===== src/liu_alarm_pkg.sv =====
/*
  Package for the LIU alarm and monitor block: channel count, timing
  counts, reset values and the per-channel carrier structs.
  Assumes a single 125 MHz system clock.
*/
package liu_alarm_pkg;

  localparam int unsigned NUM_CH         = 8;
  localparam int unsigned CLK_MHZ        = 125;
  localparam int unsigned MISS_LIMIT     = 128;
  localparam int unsigned MISS_CNT_W     = 8;
  localparam int unsigned RESET_HOLD_US  = 10;
  localparam int unsigned RESET_HOLD_CYC = RESET_HOLD_US * CLK_MHZ + 1;
  localparam int unsigned RESET_CNT_W    = 11;
  localparam int unsigned SYNTH_DIV_W    = 32;
  localparam logic [31:0] SYNTH_PHASE_INC = 32'h0431BDE8;
  localparam logic        IRQ_EN_RST     = 1'b0;
  localparam logic        AAO_EN_RST     = 1'b0;
  localparam logic        DMO_RST        = 1'b0;

  typedef struct packed {
    logic loss_of_signal;
    logic tx_data_p;
    logic tx_data_n;
  } ch_in_t;

  typedef struct packed {
    logic line_p;
    logic line_n;
  } line_out_t;

endpackage


===== src/liu_dmo_channel.sv =====
/*
  One channel of driver monitoring: counts transmit clock ticks without
  a pulse on the line pair and raises the monitor flag past the limit.
  Assumes tick is a one-cycle enable, one per transmit clock period.
*/
`timescale 1ns/100ps
`default_nettype none
module liu_dmo_channel
  import liu_alarm_pkg::*;
(
  input  wire logic  clk,
  input  wire logic  rst_b,
  input  wire logic  tick,
  input  wire logic  pulse_seen,
  output logic       dmo
);

  logic [MISS_CNT_W-1:0] miss_r;
  logic                  dmo_r;
  wire                   over_limit = (miss_r >= MISS_CNT_W'(MISS_LIMIT));

  always_ff @(posedge clk)
  begin
    if (!rst_b)
    begin
      miss_r <= '0;
      dmo_r  <= DMO_RST;
    end
    else if (tick)
    begin
      if (pulse_seen)
      begin
        miss_r <= '0;
        dmo_r  <= 1'b0;
      end
      else
      begin
        if (!over_limit)
          miss_r <= miss_r + MISS_CNT_W'(1);
        // Held at least one tick, since only a tick with a pulse clears it
        if (over_limit)
          dmo_r <= 1'b1;
      end
    end
  end

  assign dmo = dmo_r;

endmodule
`default_nettype wire


===== src/liu_alarm_monitor_control.sv =====
/*
  Alarm and monitor control of an eight-channel E1 line interface:
  automatic all-ones on loss of signal, alarm interrupt, driver monitor
  outputs, reset stretch and synthesized E1 clock.
  Assumes pins are asynchronous to clk and resynchronised here; the host
  side presents config bits and a status-read strobe on clk.
*/
// Operation
// - Host-mode processor logic clocked by the synchronous processor clock.
// - Hardware mode: auto all-ones pin sends all-ones on channels losing signal.
// - Host mode: a global config bit enables auto all-ones instead.
// - Interrupt driven low on any alarm status change when enabled.
// - Interrupt released high once host reads the pending status.
// - Interrupts only generated while global interrupt enable is set.
// - Monitor flag rises after more than 128 transmit clocks without pulse.
// - Monitor flag stays high at least one transmit clock.
// - Monitor flag drops when the transmitter sends a valid pulse.
// - Synthesized E1-rate master clock driven out on its own pin.
// - Reset held low over 10 us restores all registers to defaults.
`timescale 1ns/100ps
`default_nettype none
module liu_alarm_monitor_control
  import liu_alarm_pkg::*;
(
  input  wire logic               clk,
  input  wire logic               rst_b,
  input  wire logic               host_mode,
  input  wire logic               up_clk_aao_pin,
  input  wire logic               auto_all_ones_on_loss,
  input  wire logic               global_irq_enable,
  input  wire logic               status_read,
  input  wire logic               hw_reset_b,
  input  wire logic               e1_reference_clock_in,
  input  wire logic               transmit_line_clock,
  input  wire ch_in_t [NUM_CH-1:0] ch_in,
  output line_out_t [NUM_CH-1:0]  line_transmit_pair,
  output logic [NUM_CH-1:0]       driver_monitor_out,
  output logic                    irq_out,
  output logic                    irq_oe,
  output logic                    up_clk_tick,
  output logic                    synth_master_clock_out,
  output logic [NUM_CH-1:0]       alarm_status,
  output logic [NUM_CH-1:0]       alarm_change
);

  // Three-stage synchronisers for all pin inputs
  logic [2:0] pin_s_r;
  logic [2:0] hrst_s_r;
  logic [2:0] ref_s_r;
  logic [2:0] transmit_line_clock_s_r;
  logic [2:0] los_s_r [NUM_CH];
  logic [2:0] txp_s_r [NUM_CH];
  logic [2:0] txn_s_r [NUM_CH];

  always_ff @(posedge clk)
  begin
    pin_s_r  <= {pin_s_r[1:0], up_clk_aao_pin};
    hrst_s_r <= {hrst_s_r[1:0], hw_reset_b};
    ref_s_r  <= {ref_s_r[1:0], e1_reference_clock_in};
    transmit_line_clock_s_r <= {transmit_line_clock_s_r[1:0], transmit_line_clock};
    for (int i = 0; i < NUM_CH; i++)
    begin
      los_s_r[i] <= {los_s_r[i][1:0], ch_in[i].loss_of_signal};
      txp_s_r[i] <= {txp_s_r[i][1:0], ch_in[i].tx_data_p};
      txn_s_r[i] <= {txn_s_r[i][1:0], ch_in[i].tx_data_n};
    end
  end

  // Debounced levels: a change counts when stages two and three agree
  logic       pin_r;
  logic       hrst_lvl_r;
  logic       ref_r;
  logic       transmit_line_clock_r;
  logic [NUM_CH-1:0] los_r;
  logic [NUM_CH-1:0] txp_r;
  logic [NUM_CH-1:0] txn_r;
  logic       pin_d_r;
  logic       ref_d_r;
  logic       transmit_line_clock_d_r;
  wire        pin_agree  = (pin_s_r[1] == pin_s_r[2]);
  wire        hrst_agree = (hrst_s_r[1] == hrst_s_r[2]);
  wire        ref_agree  = (ref_s_r[1] == ref_s_r[2]);
  wire        transmit_line_clock_agree = (transmit_line_clock_s_r[1] == transmit_line_clock_s_r[2]);

  // Edge detectors start at the pin's level, so leaving reset makes no false edge
  always_ff @(posedge clk)
  begin
    if (!rst_b)
    begin
      pin_r      <= pin_s_r[2];
      hrst_lvl_r <= 1'b1;
      ref_r      <= ref_s_r[2];
      transmit_line_clock_r     <= transmit_line_clock_s_r[2];
      pin_d_r    <= pin_s_r[2];
      ref_d_r    <= ref_s_r[2];
      transmit_line_clock_d_r   <= transmit_line_clock_s_r[2];
    end
    else
    begin
      if (pin_agree)
        pin_r <= pin_s_r[2];
      if (hrst_agree)
        hrst_lvl_r <= hrst_s_r[2];
      if (ref_agree)
        ref_r <= ref_s_r[2];
      if (transmit_line_clock_agree)
        transmit_line_clock_r <= transmit_line_clock_s_r[2];
      pin_d_r  <= pin_r;
      ref_d_r  <= ref_r;
      transmit_line_clock_d_r <= transmit_line_clock_r;
    end
  end

  always_ff @(posedge clk)
  begin
    if (!rst_b)
    begin
      los_r <= '0;
      txp_r <= '0;
      txn_r <= '0;
    end
    else
    begin
      for (int i = 0; i < NUM_CH; i++)
      begin
        if (los_s_r[i][1] == los_s_r[i][2])
          los_r[i] <= los_s_r[i][2];
        if (txp_s_r[i][1] == txp_s_r[i][2])
          txp_r[i] <= txp_s_r[i][2];
        if (txn_s_r[i][1] == txn_s_r[i][2])
          txn_r[i] <= txn_s_r[i][2];
      end
    end
  end

  // Hardware reset stretch: short glitches on the pin do not clear state
  logic [RESET_CNT_W-1:0] hrst_cnt_r;
  logic                   hrst_fire_r;
  wire                    hrst_done = (hrst_cnt_r >= RESET_CNT_W'(RESET_HOLD_CYC));

  always_ff @(posedge clk)
  begin
    if (!rst_b)
    begin
      hrst_cnt_r  <= '0;
      hrst_fire_r <= 1'b0;
    end
    else if (hrst_lvl_r)
    begin
      hrst_cnt_r  <= '0;
      hrst_fire_r <= 1'b0;
    end
    else
    begin
      if (!hrst_done)
        hrst_cnt_r <= hrst_cnt_r + RESET_CNT_W'(1);
      hrst_fire_r <= hrst_done;
    end
  end

  wire soft_rst_b = rst_b & ~hrst_fire_r;

  // Processor clock tick taken from the shared pin in host mode only
  // Tick lags the pin by the synchroniser, so host strobes must outlast it
  wire   pin_rise    = pin_r & ~pin_d_r;
  assign up_clk_tick = host_mode & pin_rise;

  // Latched host configuration, updated on processor clock ticks
  logic aao_cfg_r;
  logic irq_en_r;

  always_ff @(posedge clk)
  begin
    if (!soft_rst_b)
    begin
      aao_cfg_r <= AAO_EN_RST;
      irq_en_r  <= IRQ_EN_RST;
    end
    else if (up_clk_tick)
    begin
      aao_cfg_r <= auto_all_ones_on_loss;
      irq_en_r  <= global_irq_enable;
    end
  end

  // All-ones select: pin in hardware mode, register in host mode
  wire aao_active = host_mode ? aao_cfg_r : pin_r;
  wire [NUM_CH-1:0] force_ones = {NUM_CH{aao_active}} & los_r;

  // Line drivers: all-ones on the bipolar pair means alternating marks
  logic              mark_phase_r;
  line_out_t [NUM_CH-1:0] line_r;
  wire               transmit_line_clock_tick = transmit_line_clock_r & ~transmit_line_clock_d_r;

  always_ff @(posedge clk)
  begin
    if (!soft_rst_b)
    begin
      mark_phase_r <= 1'b0;
      line_r       <= '0;
    end
    else if (transmit_line_clock_tick)
    begin
      mark_phase_r <= ~mark_phase_r;
      for (int i = 0; i < NUM_CH; i++)
      begin
        if (force_ones[i])
        begin
          line_r[i].line_p <= ~mark_phase_r;
          line_r[i].line_n <= mark_phase_r;
        end
        else
        begin
          line_r[i].line_p <= txp_r[i];
          line_r[i].line_n <= txn_r[i];
        end
      end
    end
  end

  assign line_transmit_pair = line_r;

  // Driver monitors watch what actually leaves the driver
  wire [NUM_CH-1:0] pulse_seen;
  genvar g;
  generate
    for (g = 0; g < NUM_CH; g++)
    begin : gen_dmo
      // A mark on either rail counts as a transmitted pulse
      assign pulse_seen[g] = line_r[g].line_p | line_r[g].line_n;
      liu_dmo_channel u_dmo (
        .clk        (clk),
        .rst_b      (soft_rst_b),
        .tick       (transmit_line_clock_tick),
        .pulse_seen (pulse_seen[g]),
        .dmo        (driver_monitor_out[g])
      );
    end
  endgenerate

  // Alarm status and sticky change flags
  logic [NUM_CH-1:0] status_r;
  logic [NUM_CH-1:0] change_r;
  wire  [NUM_CH-1:0] status_nxt = los_r | driver_monitor_out;
  // Either direction of a status change counts as an alarm event
  wire  [NUM_CH-1:0] change_evt = status_nxt ^ status_r;
  wire               read_tick  = host_mode & status_read & up_clk_tick;
  wire  [NUM_CH-1:0] change_keep = read_tick ? '0 : change_r;

  always_ff @(posedge clk)
  begin
    if (!soft_rst_b)
    begin
      status_r <= '0;
      change_r <= '0;
    end
    else
    begin
      status_r <= status_nxt;
      // Set beats clear so a change during the read is kept
      change_r <= change_keep | change_evt;
    end
  end

  assign alarm_status = status_r;
  assign alarm_change = change_r;

  // Open-drain interrupt: drive low only while enabled and pending
  wire any_change  = |change_r;
  wire irq_pending = host_mode & irq_en_r & any_change;
  assign irq_out = 1'b0;
  assign irq_oe  = irq_pending;

  // E1-rate clock from a phase accumulator, locked to the reference edges
  logic [SYNTH_DIV_W-1:0] phase_r;
  wire                    ref_rise = ref_r & ~ref_d_r;
  // Re-align only late in the high half, so a stray edge cannot cut it short
  wire                    phase_late = &phase_r[SYNTH_DIV_W-1 -: 2];

  always_ff @(posedge clk)
  begin
    if (!soft_rst_b)
      phase_r <= '0;
    else if (ref_rise & phase_late)
      phase_r <= '0;
    else
      phase_r <= phase_r + SYNTH_PHASE_INC;
  end

  logic mclk_r;

  always_ff @(posedge clk)
  begin
    if (!soft_rst_b)
      mclk_r <= 1'b0;
    else
      mclk_r <= phase_r[SYNTH_DIV_W-1];
  end

  assign synth_master_clock_out = mclk_r;

endmodule
`default_nettype wire


===== config.mk =====
export PLATFORM = sky130hd
export DESIGN_NAME = liu_alarm_monitor_control
export DESIGN_NICKNAME = d
export VERILOG_FILES = /design/src/liu_alarm_pkg.sv /design/src/liu_dmo_channel.sv /design/src/liu_alarm_monitor_control.sv
export SDC_FILE = /design/constraint.sdc
export NUM_CORES = 1
export LEC_CHECK = 0
export BUFFER_PORTS_ARGS = -buffer_cell sky130_fd_sc_hd__buf_2
export CAP_MARGIN = 20
export CELL_PAD_IN_SITES_DETAIL_PLACEMENT = 0
export CELL_PAD_IN_SITES_GLOBAL_PLACEMENT = 2
export CORE_MARGIN = 4
export CORE_UTILIZATION = 37
export DETAILED_ROUTE_END_ITERATION = 7
export PLACE_DENSITY_LB_ADDON = 0.1
export SYNTH_ARGS = -nofsm -noshare
export SYNTH_HDL_FRONTEND = slang
export SYNTH_SLANG_ARGS = --single-unit

===== constraint.sdc =====
create_clock -name clk -period 2.6 [get_ports clk]
set_input_delay 0 -clock clk [delete_from_list [all_inputs] [get_ports clk]]
set_output_delay 0 -clock clk [all_outputs]
set_load 0.01 [all_outputs]

==> results of run 1 <==
==> per-layer routing <==
| layer | up-vias | routed length [µm] |
|---|---|---|
| met5 | - | 0 |
| li1 | 3782 | - |
| met4 | 0 | 404 |
| met3 | 26 | 972 |
| met2 | 98 | 8800 |
| met1 | 3249 | 10920 |
==> registers in the layout, summed over array words and instances, names as in the netlist, 3 cells and up <==
register and cells:
alarm_status 8, phase_r 29, los_s_r 24, los_r 8
gen_dmo.u_dmo.miss_r 64, txp_s_r 24, txp_r 8, pin_s_r 3
hrst_cnt_r 11, alarm_change 8, txn_r 8, ref_s_r 3
hrst_s_r 3, transmit_line_clock_s_r 3, line_transmit_pair 16, txn_s_r 24
gen_dmo.u_dmo.dmo 8
==> layout by cell type, fill, tap and decap left out, types with 5 or more instances in the layout <==
| cell type | count |
|---|---|
| a211oi_1 | 10 |
| a21boi_0 | 32 |
| a21o_1 | 8 |
| a21oi_1 | 66 |
| a22oi_1 | 11 |
| a311oi_1 | 8 |
| a31oi_1 | 6 |
| and3_1 | 21 |
| buf_2 | 76 |
| buf_4 | 8 |
| clkbuf_16 | 29 |
| clkbuf_8 | 7 |
| clkinv_2 | 6 |
| dfxtp_1 | 261 |
| dlygate4sd3_1 | 33 |
| ha_1 | 18 |
| inv_1 | 25 |
| mux2i_1 | 8 |
| nand2_1 | 85 |
| nand2b_1 | 7 |
| nand3_1 | 32 |
| nand3b_1 | 8 |
| nand4_1 | 11 |
| nor2_1 | 168 |
| nor2b_1 | 5 |
| nor3_1 | 18 |
| nor4_1 | 11 |
| o21a_1 | 7 |
| o21ai_0 | 61 |
| o21ai_1 | 6 |
| or2_2 | 5 |
| or3_1 | 10 |
| xnor2_1 | 30 |
| xor2_1 | 22 |
==> power by group through the flow <==
stage                     logic [mW]  clock network [mW]  registers (mW)
final                          0.975                4.21            4.59
after global routing            1.12                4.51            4.64
after global placement         0.953                   0            4.68
after detailed placement       0.952                   0            4.68
after CTS                      0.994                4.35            4.60
after floorplan                0.696                   0            4.61
==> worst max-delay path by stage <==
stage                startpoint           to  slack (ns)  cells past startpoint
finish              phase_r[13]  phase_r[28]        0.56                      5
CTS                 phase_r[13]  phase_r[28]        0.55                      5
global placement    phase_r[13]  phase_r[28]        0.58                      5
detailed placement  phase_r[13]  phase_r[28]        0.54                      5
global route        phase_r[13]  phase_r[29]        0.44                      5
floorplan           phase_r[13]  phase_r[28]        0.69                      5
==> cells by family after synthesis <==
| logic type | Yosys count | share of synthesized area |
|---|---|---|
| buf+inv | 66 | 0.02922 |
| flops | 264 | 0.5516 |
| fa+ha+maj | 18 | 0.02337 |
| compound gates | 227 | 0.1458 |
| xor+xnor | 52 | 0.04727 |
| mux | 12 | 0.01299 |
| other cells | 1 | 0.0003892 |
| simple gates | 397 | 0.1893 |
==> final cells by class <==
class	count	area share
Clock buffer	40	0.07179
Clock inverter	13	0.01384
Inverter	25	0.008048
Multi-Input combinational cell	707	0.3472
Sequential cell	264	0.4558
Tap cell	330	0.03541
Timing Repair Buffer	118	0.06782
==> stage by stage <==
step                  util  hold slack, ns  instances  setup slack [ns]  area, µm²
floorplan                -         0.02772       1037            0.6886       9635
global placement    0.4067          0.1021       1411            0.5761      10330
detailed placement  0.4067          0.1036       1411            0.5420      10330
CTS                 0.4591         0.04796       1497            0.5453      11660
global route        0.4591         0.07262       1497            0.4447      11660
finish              0.4591         0.07329       1497            0.5559      11660
==> worst reg2reg max path: stages, from the launching register on <==
cell and delay (ns):
dfxtp_1 0.33, or4_4 0.57, a211o_1 0.35, o21bai_4 0.26
nor4_1 0.08, or3_1 0.34
==> metrics.txt, run 1 <==
met1 Use GR 0.2164; peak supply drop 0.0008378 V; Post-CTS Setup Bufs 0; count of unique library cells instantiated by Yosys 53; Mapped Area 0.009635 mm²; First-pass DRT Iterations 4; IO Port Bufs 76; Worst EP required 3.03 ns; H-tree depth 1; GR Overflow Total 0; ys flop type dfxtp_1; nets 1197; Max Buffers Root-to-Sink 3; Setup Skew 0.01234 ns; CP top delay family simple AND/OR/NAND/NOR gates; Synth Register Bits 264; combinational share of power 0.100; io pins 78; relative slew slack 0.5145; Crit path arrival time 2.47 ns; count leader, synth dfxtp_1; FF-to-FF path depth 5; met2 usage 0.2248; worst r2r dst phase_r[28]; multi-input logic area 0.004049 mm²; Vias 7155; Die W 169.4 µm; Post-synth EDFFs 3; RSZ-0062 raised after global routing false; Area contributors post-synth dfxtp_1, nor2_1, a21oi_1, nand2_1, o21ai_0; Area Growth Syn to Fin 21.01%; initial core utilization 0.3794; sequential share of the synthesized area 0.5516; initial DRC count 387; post-route antenna net violation count 0; fmax 489.2 MHz; max cap viols 0; Max Fanout on Critical Path 10; Max Slew Vio Count 0; die area 0.02869 mm²; CP Capture Type flop; Synth Warn # 0; Reg power frac 0.470; largest net degree at the start of global routing 36; cells along the critical path or4_4, a211o_1, o21bai_4, nor4_1, or3_1; Inserted Clock Buffers 29; Clock Sinks 264; PwrDens 838.5 mW/mm²; status complete, no violations; Synth top area share 0.5423; final setup TNS 0 ns; diodes inserted 0; hold path start ch_in[12]; Synth area leader dfxtp_1; CP max-delay cell or4_4; clock network power share 0.431; hold_buf cts 33; Buf/Inv on CP 0; total core area 0.02540 mm²; Die Ht 169.4 µm; first-pass GRT wire length 35560 µm; Tot GR Track Use 0.1483; clk root buf clkbuf_16; Hold Path Depth 2; worst-margin pin slew 0.7216 ns; clk slew on worst S/H paths 0.06 ns; HPWL after DPL 14410 µm; Sw Pwr 2.458 mW; FF+latch area 0.005315 mm²; Synth top cells by count dfxtp_1, nor2_1, nand2_1, a21oi_1, o21ai_0; final wirelength 21090 µm; reg-to-reg slack, setup 0.56 ns; met3 Use GR 0.03471; synthesized netlist cell count 1037; post-cts resize count 0; worst skew pair latency 0.55 ns; hold crit path type input port to flop; CP startpoint kind flop; Final Hold Fails 0; syn_area_per_cell 9.292 µm²; CTS tree built; via density per instance 4.780; Post-route DRC 0; share of cells above drive strength 1 0.1268; Tmin final 2.044 ns; Overall Power 9.777 mW; CP Class flop to flop; max incr delay on CP 0.57 ns; Final Setup Violations 0; LEAKAGE 4.650 nW; Sw Share 0.2514; hold path endpoint txn_s_r[1][0]; r2r startpoint phase_r[13]; vias in the first global route 6862; Rows 58; asr flop ratio synth 0; Final period util 0.7862; GPL Wtd Cong 0.7386; Cell Int Power 7.319 mW; net count after synthesis 1089; global routing's busiest layer met2; WL/cell 14.09 µm; initial antenna violation count 0; fill cell count 2495
Power figures use the tool's default switching activity.
==> run 2: changes to the inputs <==
--- a/config.mk
+++ b/config.mk
@@ -5,12 +5,13 @@
 export SDC_FILE = /design/constraint.sdc
 export NUM_CORES = 1
 export LEC_CHECK = 0
+export ABC_AREA = 1
 export BUFFER_PORTS_ARGS = -buffer_cell sky130_fd_sc_hd__buf_2
 export CAP_MARGIN = 20
 export CELL_PAD_IN_SITES_DETAIL_PLACEMENT = 0
 export CELL_PAD_IN_SITES_GLOBAL_PLACEMENT = 2
 export CORE_MARGIN = 4
-export CORE_UTILIZATION = 37
+export CORE_UTILIZATION = 32
 export DETAILED_ROUTE_END_ITERATION = 7
 export PLACE_DENSITY_LB_ADDON = 0.1
 export SYNTH_ARGS = -nofsm -noshare
==> constraint.sdc (replaced) <==
create_clock -name clk -period 1.7 [get_ports clk]
set_input_delay 0 -clock clk [delete_from_list [all_inputs] [get_ports clk]]
set_output_delay 0 -clock clk [all_outputs]
set_load 0.01 [all_outputs]
==> run 2 against run 1 <==
Against the previous run: the flow now finishes with violations (negative hold slack); clock power grew 51%; non-clock buffer count grew 27; worst setup slack worse by 0.41 ns; via count is 15% higher; area after synthesis up 4.5%; first-iteration DRC count down 6.2%; maximum frequency rose by 31%; die area is 20% higher; register-to-register slack got worse by 0.41 ns; sequential share of layout area fell by 2.8 points; routed wire length up 14%; sequential power increased by 49%; largest cell class unchanged.
==> metrics.txt, run 2 <==
max incr delay on CP 0.36 ns; Synth area leader dfxtp_1; worst r2r dst gen_dmo[0].u_dmo.miss_r[5]; Max Slew Vio Count 0; Tot GR Track Use 0.1427; Post-synth EDFFs 3; Vias 8199; CP Launch Point hrst_fire_r; number of cells on the critical path 5; net count after synthesis 1320; ys flop type dfxtp_1; CP top delay family simple AND/OR/NAND/NOR gates; Mapped Area 0.01007 mm²; synthesized netlist cell count 1268; fmax 641.7 MHz; Worst EP required 2.16 ns; Max Fanout on Critical Path 22; Largest register FFs 64; Reg power frac 0.456; relative slew slack 0.6018; GR Overflow Total 0; fill cell count 3175; initial core utilization 0.3266; total core area 0.03083 mm²; CP Capture Type flop; Synth Warn # 0; Sw Pwr 3.915 mW; nets 1471; via density per instance 4.468; worst skew pair latency 0.55 ns; PwrDens 1207 mW/mm²; register bank with the most flops gen_dmo.u_dmo.miss_r; Final Setup Violations 0; sequential share of the synthesized area 0.5278; Setup Skew 0.008950 ns; First-pass DRT Iterations 4; final wirelength 24120 µm; share of cells above drive strength 1 0.1293; post-route antenna net violation count 0; Post-route DRC 0; Hold Path Depth 4; diodes inserted 0; clk slew on worst S/H paths 0.06 ns; met3 Use GR 0.02337; Die W 185.4 µm; initial DRC count 363; worst-margin pin slew 0.5933 ns; hold_ws -0.002158 ns; crit path capture gen_dmo[0].u_dmo.miss_r[5]; GPL Wtd Cong 0.7766; Sw Share 0.2610; fin worst setup slack 0.1417 ns; status complete, but fails checks; RSZ-0062 raised after global routing false; count of unique library cells instantiated by Yosys 39; Max Buffers Root-to-Sink 3; die area 0.03437 mm²; Area Growth Syn to Fin 23.35%; count leader, synth dfxtp_1; Crit path arrival time 2.02 ns; Inserted Clock Buffers 31; Area contributors post-synth dfxtp_1, nand2_1, nor2_1, inv_1, a21oi_1; Rows 64; Final period util 0.9167; commonest non-fill, non-tap cells in the layout dfxtp_1, nand2_1, nor2_1; Die Ht 185.4 µm; combinational share of power 0.120; HPWL after DPL 17580 µm; met2 usage 0.2316; max cap viols 0; clock network power share 0.424; Tmin final 1.558 ns; largest net degree at the start of global routing 25; r2r startpoint hrst_fire_r; met1 Use GR 0.1991; H-tree depth 1; IO Port Bufs 76; peak supply drop 0.0006416 V; largest registers gen_dmo.u_dmo.miss_r (64), phase_r (29); Clock Sinks 264; cells along the critical path or2_2, buf_4, a21oi_2, inv_1, nor3_1; vias in the first global route 8135; failing checks negative hold slack; asr flop ratio synth 0; reg-to-reg slack, setup 0.14 ns; final setup TNS 0 ns; Synth Register Bits 264; LEAKAGE 5.416 nW; io pins 78; first-pass GRT wire length 40340 µm; Overall Power 15.00 mW; CP startpoint kind flop; clk root buf clkbuf_16; commonest non-fill, non-tap cell in the layout dfxtp_1; FF-to-FF path depth 5; WL/cell 13.14 µm; initial antenna violation count 0; syn_area_per_cell 7.941 µm²; Setup WS pre-CTS 0.1121 ns; CP max-delay cell or2_2; CTS tree built; Synth top area share 0.5189; Buf/Inv on CP 2; Synth top cells by count dfxtp_1, nand2_1, nor2_1, inv_1, a21oi_1; CP Class flop to flop; global routing's busiest layer met2; hold crit path type input port to flop; Cell Int Power 11.08 mW; Final Hold Fails 1
run 2: cell families (layout without fill, tap and decap cells):
logic type | Yosys count | in the layout | share of synthesized area
simple gates | 511 | 511 | 0.2107
flops | 264 | 264 | 0.5278
compound gates | 253 | 253 | 0.1423
buf+inv | 206 | 377 | 0.08325
fa+ha+maj | 19 | 19 | 0.02336
xor+xnor | 14 | 14 | 0.01218
other cells | 1 | 1 | 0.0003724
run 2: layout make-up:
class / instances / area, µm² / area share
multi-input cells: 798 / 3950 / 0.3180
inverters: 179 / 671.9 / 0.05409
flip-flops and latches: 264 / 5316 / 0.4280
clock inverters: 11 / 116.4 / 0.009368
clock buffers: 42 / 867.1 / 0.06981
repair buffers: 145 / 1003 / 0.08079
well taps: 396 / 495.5 / 0.03989
run 2: layer usage:
layer / share of wire / wire [µm]
met1: 0.51 / 12330
met2: 0.43 / 10490
met3: 0.036 / 870
met4: 0.018 / 432
met5: 0 / 0
run 2: metrics by stage:
| stage | hold WS [ns] | util | std cells | instance area [µm²] |
|---|---|---|---|---|
| 3_3_place_gp | 0.1021 | 0.3595 | 1750 | 11080 |
| 4_1_cts | 0.01019 | 0.4017 | 1835 | 12390 |
| 3_5_place_dp | 0.1036 | 0.3595 | 1750 | 11080 |
| 5_1_grt | 0.06399 | 0.4029 | 1835 | 12420 |
| 6_report | -0.002158 | 0.4029 | 1835 | 12420 |
| 2_1_floorplan | 0.02772 | - | 1268 | 10070 |
run 2: worst min path at each step:
stage	from	endpoint
after floorplan	hw_reset_b	hrst_s_r[0]
after global placement	ch_in[23]	los_s_r[1][9]
after detailed placement	hw_reset_b	hrst_s_r[0]
after CTS	status_read	alarm_change[5]
after global routing	status_read	alarm_change[5]
final	status_read	alarm_change[5]
run 2: worst register-to-register path, stage by stage (launching register included):
cell and delay (ns):
dfxtp_1 0.29, or2_2 0.36, buf_4 0.26, a21oi_2 0.29, inv_1 0.10, nor3_1 0.18
run 2: what timing repair did:
item,CTS,global route
buffers inserted,0,0
hold buffers,32,0
endpoints found under the hold margin,56,0
endpoints found under the setup margin,0,18
gates resized for setup,0,10
run 2: power groups by stage:
stage               Sequential, mW  Combinational [mW]  Clock, mW
floorplan                     6.93                1.09          0
global placement              6.97                1.76          0
detailed placement            6.97                1.76          0
CTS                           6.84                1.82       6.61
global route                  6.89                2.07       6.85
finish                        6.84                1.79       6.36
